### src/design/dcdr_pkg.sv
// Purpose: Constants for the socket/interrupt control and diagnostic register bank.
// Assumes: Classic Wishbone slave with 32-bit data; each register takes one aligned word.
// Notes:   Byte address of a register is four times its index.
package dcdr_pkg;

  // Register indices and the byte addresses derived from them.
  localparam logic [7:0]  SIC_IDX         = 8'h92;
  localparam logic [7:0]  TRD_IDX         = 8'h93;
  localparam logic [9:0]  SIC_BYTE_ADDR   = {SIC_IDX, 2'b00};
  localparam logic [9:0]  TRD_BYTE_ADDR   = {TRD_IDX, 2'b00};

  // Reset values.
  localparam logic [7:0]  SIC_RESET       = 8'h66;
  localparam logic [7:0]  TRD_RESET       = 8'h61;
  // Bits of the diagnostic register that read back as stored.
  localparam logic [7:0]  TRD_READ_MASK   = 8'hbf;

  // Socket and interrupt control field positions.
  localparam int          SIC_PWR_LOCK    = 7;
  localparam int          SIC_THREE_VOLT  = 6;
  localparam int          SIC_DIAG_FIVE   = 5;
  localparam int          SIC_HOLDER_EN   = 4;
  localparam int          SIC_VENDOR_TEST = 3;
  localparam int          SIC_MODE_HI     = 2;
  localparam int          SIC_MODE_LO     = 1;
  localparam int          SIC_TEST_ZERO   = 0;

  // Test and routing diagnostic field positions.
  localparam int          TRD_ID_MASK     = 7;
  localparam int          TRD_RSVD        = 6;
  localparam int          TRD_CSC_ROUTE   = 5;
  localparam int          TRD_DELAYED_TXN_OFF   = 4;
  localparam int          TRD_LATENCY_EXTEND   = 3;
  localparam int          TRD_CB_DISCARD  = 2;
  localparam int          TRD_PCI_DISCARD = 1;
  localparam int          TRD_ASYNC_EN    = 0;

  // Interrupt signalling modes.
  localparam logic [1:0]  MODE_PAR_PCI    = 2'h0;
  localparam logic [1:0]  MODE_PAR_IRQ    = 2'h1;
  localparam logic [1:0]  MODE_SER_IRQ    = 2'h2;
  localparam logic [1:0]  MODE_SER_ALL    = 2'h3;

  // Legacy config field positions.
  localparam int          LEG_CFG_PCI_BIT = 4;

  // Retry latency limits and discard timeouts, in PCI clock cycles.
  localparam logic [6:0]  LATENCY_SHORT   = 7'h10;
  localparam logic [6:0]  LATENCY_LONG    = 7'h40;
  localparam logic [15:0] DISCARD_SHORT   = 16'h0400;
  localparam logic [15:0] DISCARD_LONG    = 16'h8000;

endpackage : dcdr_pkg

### src/design/dcdr_regs.sv
// Purpose: Socket/interrupt control and test/routing diagnostic registers.
// Assumes: Classic Wishbone slave; all functional inputs are on clk_i.
// Notes:   Every output is registered; derived controls lag a write by one cycle.
//
// Local design decision: the Wishbone interface to the registers.
`timescale 1ns/1ps

module dcdr_regs
  import dcdr_pkg::*;
#(
  parameter int ADDR_W = 12
)
(
  // Clock and reset.
  input  wire logic              clk_i,
  input  wire logic              rst_i,
  // Wishbone slave.
  input  wire logic [ADDR_W-1:0] adr_i,
  input  wire logic [31:0]       dat_i,
  input  wire logic [3:0]        sel_i,
  input  wire logic              we_i,
  input  wire logic              cyc_i,
  input  wire logic              stb_i,
  output logic      [31:0]       dat_o,
  output logic                   ack_o,
  // Socket power.
  input  wire logic              pwr_on_req_i,
  input  wire logic              pwr_off_req_i,
  input  wire logic              d3_state_i,
  output logic                   socket_power_on_o,
  output logic                   socket_power_lock_o,
  output logic                   three_volt_force_o,
  output logic                   diag_bit_five_o,
  output logic                   bus_holder_en_o,
  // Interrupt signalling mode.
  output logic      [1:0]        interrupt_signalling_select_o,
  output logic                   irq_parallel_o,
  output logic                   irq_serial_o,
  output logic                   pci_parallel_o,
  output logic                   pci_serial_o,
  // Identity.
  input  wire logic [15:0]       vendor_id_i,
  input  wire logic [15:0]       device_id_i,
  output logic      [15:0]       vendor_id_rd_o,
  output logic      [15:0]       device_id_rd_o,
  // Status change routing.
  input  wire logic [7:0]        legacy_status_change_config_i,
  input  wire logic [7:0]        legacy_irq_select_i,
  input  wire logic              status_change_i,
  output logic                   csc_to_pci_o,
  output logic                   csc_async_irq_o,
  // Delayed transaction controls.
  output logic                   delayed_txn_off_o,
  output logic      [6:0]        latency_extend_o,
  output logic      [15:0]       cardbus_discard_timeout_o,
  output logic      [15:0]       pci_discard_timeout_o
);

  ////////////////////////////////////////////////////////////////////////////
  // Elaboration checks.

  // The decode needs room for the full byte address of both registers.
  if (ADDR_W < 10)
  begin : g_addr_chk
    $error("ADDR_W too small for register decode.");
  end

  ////////////////////////////////////////////////////////////////////////////
  // State.

  typedef struct packed {
    logic        ack;
    logic [7:0]  rdat;
    logic [7:0]  sic;
    logic [7:0]  trd;
    logic        pwr_on;
    logic [3:0]  mode_dec;
    logic [15:0] vid;
    logic [15:0] did;
    logic        csc_pci;
    logic        csc_irq;
    logic [6:0]  lat;
    logic [15:0] cb_to;
    logic [15:0] pci_to;
  } dcdr_state_s;

  dcdr_state_s st_q;
  dcdr_state_s st_d;

  logic        req;
  logic        hit_sic;
  logic        hit_trd;
  logic        wr_now;
  logic [7:0]  wbyte;

  // Decode on word address; byte lane 0 carries the eight data bits.
  assign req     = cyc_i & stb_i;
  assign hit_sic = (adr_i[ADDR_W-1:2] == (ADDR_W-2)'(SIC_IDX));
  assign hit_trd = (adr_i[ADDR_W-1:2] == (ADDR_W-2)'(TRD_IDX));
  assign wr_now  = req & we_i & st_q.ack & sel_i[0];
  assign wbyte   = dat_i[7:0];

  ////////////////////////////////////////////////////////////////////////////
  // Next state.

  // One combinational pass computes bus answer, register writes and controls.
  always_comb
  begin
    st_d = st_q;

    // Ack one cycle after request, dropped the cycle after it was given.
    st_d.ack = req & ~st_q.ack;

    // Read data is latched with the ack; unmapped words read as zero.
    if (req & ~st_q.ack & ~we_i)
    begin
      if (hit_sic)
        st_d.rdat = st_q.sic;
      else if (hit_trd)
        st_d.rdat = st_q.trd & TRD_READ_MASK;
      else
        st_d.rdat = 8'h00;
    end

    // Writes land on the ack edge, so read data of the same access is stable.
    if (wr_now & hit_sic)
      st_d.sic = wbyte;
    if (wr_now & hit_trd)
      st_d.trd = wbyte;

    // Power lock in D3 swallows power-down requests; power-up wins a tie.
    if (pwr_on_req_i)
      st_d.pwr_on = 1'b1;
    else if (pwr_off_req_i & ~(st_q.sic[SIC_PWR_LOCK] & d3_state_i))
      st_d.pwr_on = 1'b0;

    // Decoded mode: {irq parallel, irq serial, pci parallel, pci serial}.
    unique case (st_q.sic[SIC_MODE_HI:SIC_MODE_LO])
      MODE_PAR_PCI: st_d.mode_dec = 4'h2;
      MODE_PAR_IRQ: st_d.mode_dec = 4'ha;
      MODE_SER_IRQ: st_d.mode_dec = 4'h6;
      MODE_SER_ALL: st_d.mode_dec = 4'h5;
    endcase

    // Masked identity hides the part from enumeration software.
    st_d.vid = st_q.trd[TRD_ID_MASK] ? 16'hffff : vendor_id_i;
    st_d.did = st_q.trd[TRD_ID_MASK] ? 16'hffff : device_id_i;

    // Routing select picks which legacy field decides PCI delivery.
    st_d.csc_pci = st_q.trd[TRD_CSC_ROUTE]
                 ? (legacy_irq_select_i[7:4] == 4'h0)
                 : legacy_status_change_config_i[LEG_CFG_PCI_BIT];

    // Status change raises the async line only while enabled.
    st_d.csc_irq = status_change_i & st_q.trd[TRD_ASYNC_EN];

    st_d.lat    = st_q.trd[TRD_LATENCY_EXTEND] ? LATENCY_LONG : LATENCY_SHORT;
    st_d.cb_to  = st_q.trd[TRD_CB_DISCARD] ? DISCARD_SHORT : DISCARD_LONG;
    st_d.pci_to = st_q.trd[TRD_PCI_DISCARD] ? DISCARD_SHORT : DISCARD_LONG;

    if (rst_i)
    begin
      st_d        = '0;
      st_d.sic    = SIC_RESET;
      st_d.trd    = TRD_RESET;
      st_d.mode_dec = 4'h5;
      st_d.lat    = LATENCY_SHORT;
      st_d.cb_to  = DISCARD_LONG;
      st_d.pci_to = DISCARD_LONG;
    end
  end

  // Single state register; reset is folded into the next-state logic.
  always_ff @(posedge clk_i)
  begin
    st_q <= st_d;
  end

  ////////////////////////////////////////////////////////////////////////////
  // Outputs.

  // All outputs are flip-flop bits; bits 3 and 0 are stored but drive nothing.
  assign dat_o                         = {24'h000000, st_q.rdat};
  assign ack_o                         = st_q.ack;
  assign socket_power_on_o             = st_q.pwr_on;
  assign socket_power_lock_o           = st_q.sic[SIC_PWR_LOCK];
  assign three_volt_force_o            = st_q.sic[SIC_THREE_VOLT];
  assign diag_bit_five_o               = st_q.sic[SIC_DIAG_FIVE];
  assign bus_holder_en_o               = st_q.sic[SIC_HOLDER_EN];
  assign interrupt_signalling_select_o = st_q.sic[SIC_MODE_HI:SIC_MODE_LO];
  assign irq_parallel_o                = st_q.mode_dec[3];
  assign irq_serial_o                  = st_q.mode_dec[2];
  assign pci_parallel_o                = st_q.mode_dec[1];
  assign pci_serial_o                  = st_q.mode_dec[0];
  assign vendor_id_rd_o                = st_q.vid;
  assign device_id_rd_o                = st_q.did;
  assign csc_to_pci_o                  = st_q.csc_pci;
  assign csc_async_irq_o               = st_q.csc_irq;
  assign delayed_txn_off_o             = st_q.trd[TRD_DELAYED_TXN_OFF];
  assign latency_extend_o              = st_q.lat;
  assign cardbus_discard_timeout_o     = st_q.cb_to;
  assign pci_discard_timeout_o         = st_q.pci_to;
endmodule : dcdr_regs

### config.mk
export PLATFORM = sky130hd
export DESIGN_NAME = dcdr_regs
export DESIGN_NICKNAME = d
export VERILOG_FILES = /design/src/design/dcdr_pkg.sv /design/src/design/dcdr_regs.sv
export SDC_FILE = /design/constraint.sdc
export NUM_CORES = 1
export LEC_CHECK = 0
export ABC_AREA = 1
export BUFFER_PORTS_ARGS = -buffer_cell sky130_fd_sc_hd__buf_2
export CAP_MARGIN = 20
export CORE_MARGIN = 3
export CORE_UTILIZATION = 41
export CTS_BUF_LIST = sky130_fd_sc_hd__clkbuf_16
export CTS_CLUSTER_DIAMETER = 150
export CTS_CLUSTER_SIZE = 12
export DETAILED_ROUTE_END_ITERATION = 16
export PLACE_DENSITY = 0.87
export REMOVE_ABC_BUFFERS = 1
export SYNTH_ARGS = -nofsm -noshare
export SYNTH_HDL_FRONTEND = slang
export SYNTH_SLANG_ARGS = --single-unit
### constraint.sdc
create_clock -name clk_i -period 1.32 [get_ports clk_i]
set_input_delay 0.132 -clock clk_i [delete_from_list [all_inputs] [get_ports clk_i]]
set_output_delay 0.132 -clock clk_i [all_outputs]
set_load 0.005 [all_outputs]
==> impl_metrics.py <==
metrics = {
    "worst_setup_path": {
        "worstSetupPathType": "flop to flop",
        "rrSetupSlack_ns": 0.19,
        "critPathArrivalTime_ns": 1.40,
        "cp_slowest_cell": "dfxtp_1",
        "reg2reg_depth": 7,
        "path_buf_inv": 3,
        "crit_chain": "buf_4 -> nor3_4 -> buf_12 -> nor2_1 -> nor2_1 -> nand2_1 -> inv_1",
        "crit_family": "simple AND/OR/NAND/NOR gates",
        "path_max_fanout": 16,
        "critPathLaunchType": "flop",
        "critical-path-max-stage-delay_ns": 0.31,
        "critPathRequiredTime_ns": 1.59,
        "endpoint_kind": "flop",
        "crit_top_cell": "nor2_1",
        "cp.depth": 7,
    },
    "clock_network": {
        "cts-root-buf": "clkbuf_16",
        "worstSkewPairLatency_ns": 0.33,
        "cts_resized": 0,
        "htreeDepth": 3,
        "clock-sinks": 69,
        "clk_pin_slew_ns": 0.06,
        "cts_inserted_buffers": 9,
        "cts_tree": "built",
        "max-clock-path-buffers": 2,
    },
    "hold_path": {
        "hold-path-cell-count": 3,
        "hp-class": "input pin to flop",
    },
    "final_layout": {
        "area_delta_synth_final_pct": 17.5,
        "nFillCells": 688,
        "fin_nets": 602,
        "final_cell_mix": "125 x buf_2, 105 x nor2_1, 69 x dfxtp_1",
        "layout_commonest_cell": "buf_2",
        "finalInstanceArea_sq_mm": 0.00379,
        "diodes": 0,
        "layout-drive-gt1-share_pct": 31.9,
    },
    "floorplanning": {
        "die_height_microns": 94.7,
        "pin_count": 223,
        "coreArea_sq_mm": 0.00745,
        "rows": 31,
        "die_w_microns": 94.7,
        "start_util_pct": 43.3,
        "fp.dieArea_sq_mm": 0.00896,
    },
    "global_routing": {
        "first_global_vias": 2164,
        "grt_use_total_pct": 14.0,
        "grt_pass1_wl_microns": 9740,
        "grt-ovfl-total": 0,
        "antenna_found_initial": 0,
        "grt_max_degree": 33,
    },
    "sta": {
        "drv_slew": 0,
        "fin_setup_tns_ns": 0,
        "finalCriticalPeriod_ns": 1.13,
        "rsz0062_at_grt": "false",
        "hold_viol_final": 0,
        "period_share_pct": 85.3,
        "setup_viol": 0,
        "max_freq_mhz": 888,
        "skew_ns": 0.00518,
    },
    "drt": {
        "via_per_inst": 4.15,
        "wl_met1_microns": 2390,
        "drtPass1Iterations": 4,
        "wl_met3_microns": 626,
        "drc": 0,
        "wl_met2_microns": 3520,
        "drt_iter0_drc": 67,
        "highest_layer": "met4",
        "antenna_left": 0,
        "vias": 2492,
        "drt_wl_total_microns": 6650,
        "post_drt_wl_per_cell_microns": 11.1,
    },
    "placement": {
        "hpwl_microns": 5060,
        "portBuffers": 125,
        "gp_congestion": 0.740,
        "place_area_sq_mm": 0.00339,
    },
    "synthesis": {
        "yosys_warnings": 0,
        "syn_inst": 413,
        "ys_seq_area_share_pct": 42.8,
        "ys_ff_latch": 69,
        "synth_area_per_cell_sq_um": 7.81,
        "ys_types": 23,
        "syn_area_sq_mm": 0.00322,
    },
    "power": {
        "pwr-share-clk_pct": 53.4,
        "power_leakage_nw": 2.11,
        "internal_power_mw": 4.37,
        "power_switching_mw": 1.12,
        "peakVddDrop_v": 0.000604,
        "p_total_mw": 5.49,
        "netSwitchingFraction_pct": 20.4,
        "p_seq_share_pct": 39.5,
        "pwr-share-comb_pct": 7.0,
        "power.density_mw_per_mm2": 1450,
    },
    "status": {
        "status": "completed",
    },
    "run": {
        "drv_cap": 0,
    },
}
-- power groups by stage --
stage	clock [mW]	combinational (mW)	sequential, mW
after global routing	3.10	0.435	2.18
after global placement	0	0.368	2.21
final	2.94	0.386	2.17
after detailed placement	0	0.378	2.22
after floorplan	0	0.136	2.23
after CTS	3.00	0.387	2.17
-- timing repair --
| item | in CTS | in global routing |
|---|---|---|
| setup buffers | 0 | 0 |
| endpoints found under the hold margin | 3 | 0 |
| hold buffers | 3 | 0 |
| setup endpoints to repair | 0 | 0 |
-- cell usage after synthesis (all sizes together) --
library cell	count	area share (%)
clkbuf	5	0.58
nand2	47	5.5
a21oi	3	0.47
nor2	110	14
o21ai	3	0.47
clkinv	1	0.12
nor3	2	0.66
conb	1	0.12
buf	114	26
dfxtp	69	43
inv	27	3.1
nand3	31	5.7
-- area by class of cell --
type                    count  area [sq um]  share of cell area, %
well taps                  99           124                   3.27
inverters                  28           105                   2.77
repair buffers            136           728                   19.2
clock buffers               9           225                   5.94
multi-input cells         253          1080                   28.5
clock inverters             7           146                   3.86
flip-flops and latches     69          1380                   36.5
-- through the flow --
| step | cells | worst slack (ns) | hold WS [ns] | utilization (%) |
|---|---|---|---|---|
| final | 601 | 0.193 | 0.00298 | 50.9 |
| after global routing | 601 | 0.0664 | 0.00191 | 50.9 |
| after CTS | 601 | 0.182 | 0.00158 | 50.9 |
| after detailed placement | 582 | 0.161 | 0.341 | 45.5 |
| after global placement | 582 | 0.167 | 0.332 | 45.5 |
| after floorplan | 350 | 0.130 | 0.204 | - |
-- routing by layer --
metal  vias to the layer above  global-route usage (%)
li1                       1252                       -
met1                      1120                    14.4
met2                       109                    25.3
met3                        11                    5.02
met4                         0                    5.89
met5                         -                       0
-- worst register-to-register path, cell delays in order (launching register included) --
cell	delay, ns
dfxtp_1	0.31
buf_4	0.14
nor3_4	0.21
buf_12	0.17
nor2_1	0.05
nor2_1	0.09
nand2_1	0.06
inv_1	0.04
-- path summary, 6_finish.rpt --
check | startpoint | end
worst max-delay path | ack_o$_SDFF_PP0_ | dat_o[5]$_SDFFE_PP0P_
worst min-delay path | dat_i[6] | three_volt_force_o$_SDFFE_PP1P_
worst max register to register | ack_o$_SDFF_PP0_ | dat_o[5]$_SDFFE_PP0P_
worst min register to register | st_q[78]$_SDFFE_PP1P_ | csc_async_irq_o$_SDFF_PP0_
-- sequential cells by signal (all words and copies together), names as in the netlist, 2 cells and up --
name	flops
dat_o	8
vendor_id_rd_o	16
pci_discard_timeout_o	2
st_q	8
interrupt_signalling_select_o	2
device_id_rd_o	16
latency_extend_o	2
cardbus_discard_timeout_o	2
-- cells by family (layout without fill, tap and decap cells) --
kind of cell	Yosys count	count (layout)	synth area share, %
and+or+nand+nor	190	190	25.9
AOI/OAI and AO/OA	6	6	0.931
buffers and inverters	147	180	30.2
DFF	69	69	42.8
other	1	57	0.116
(Power assumes the default switching activity.)
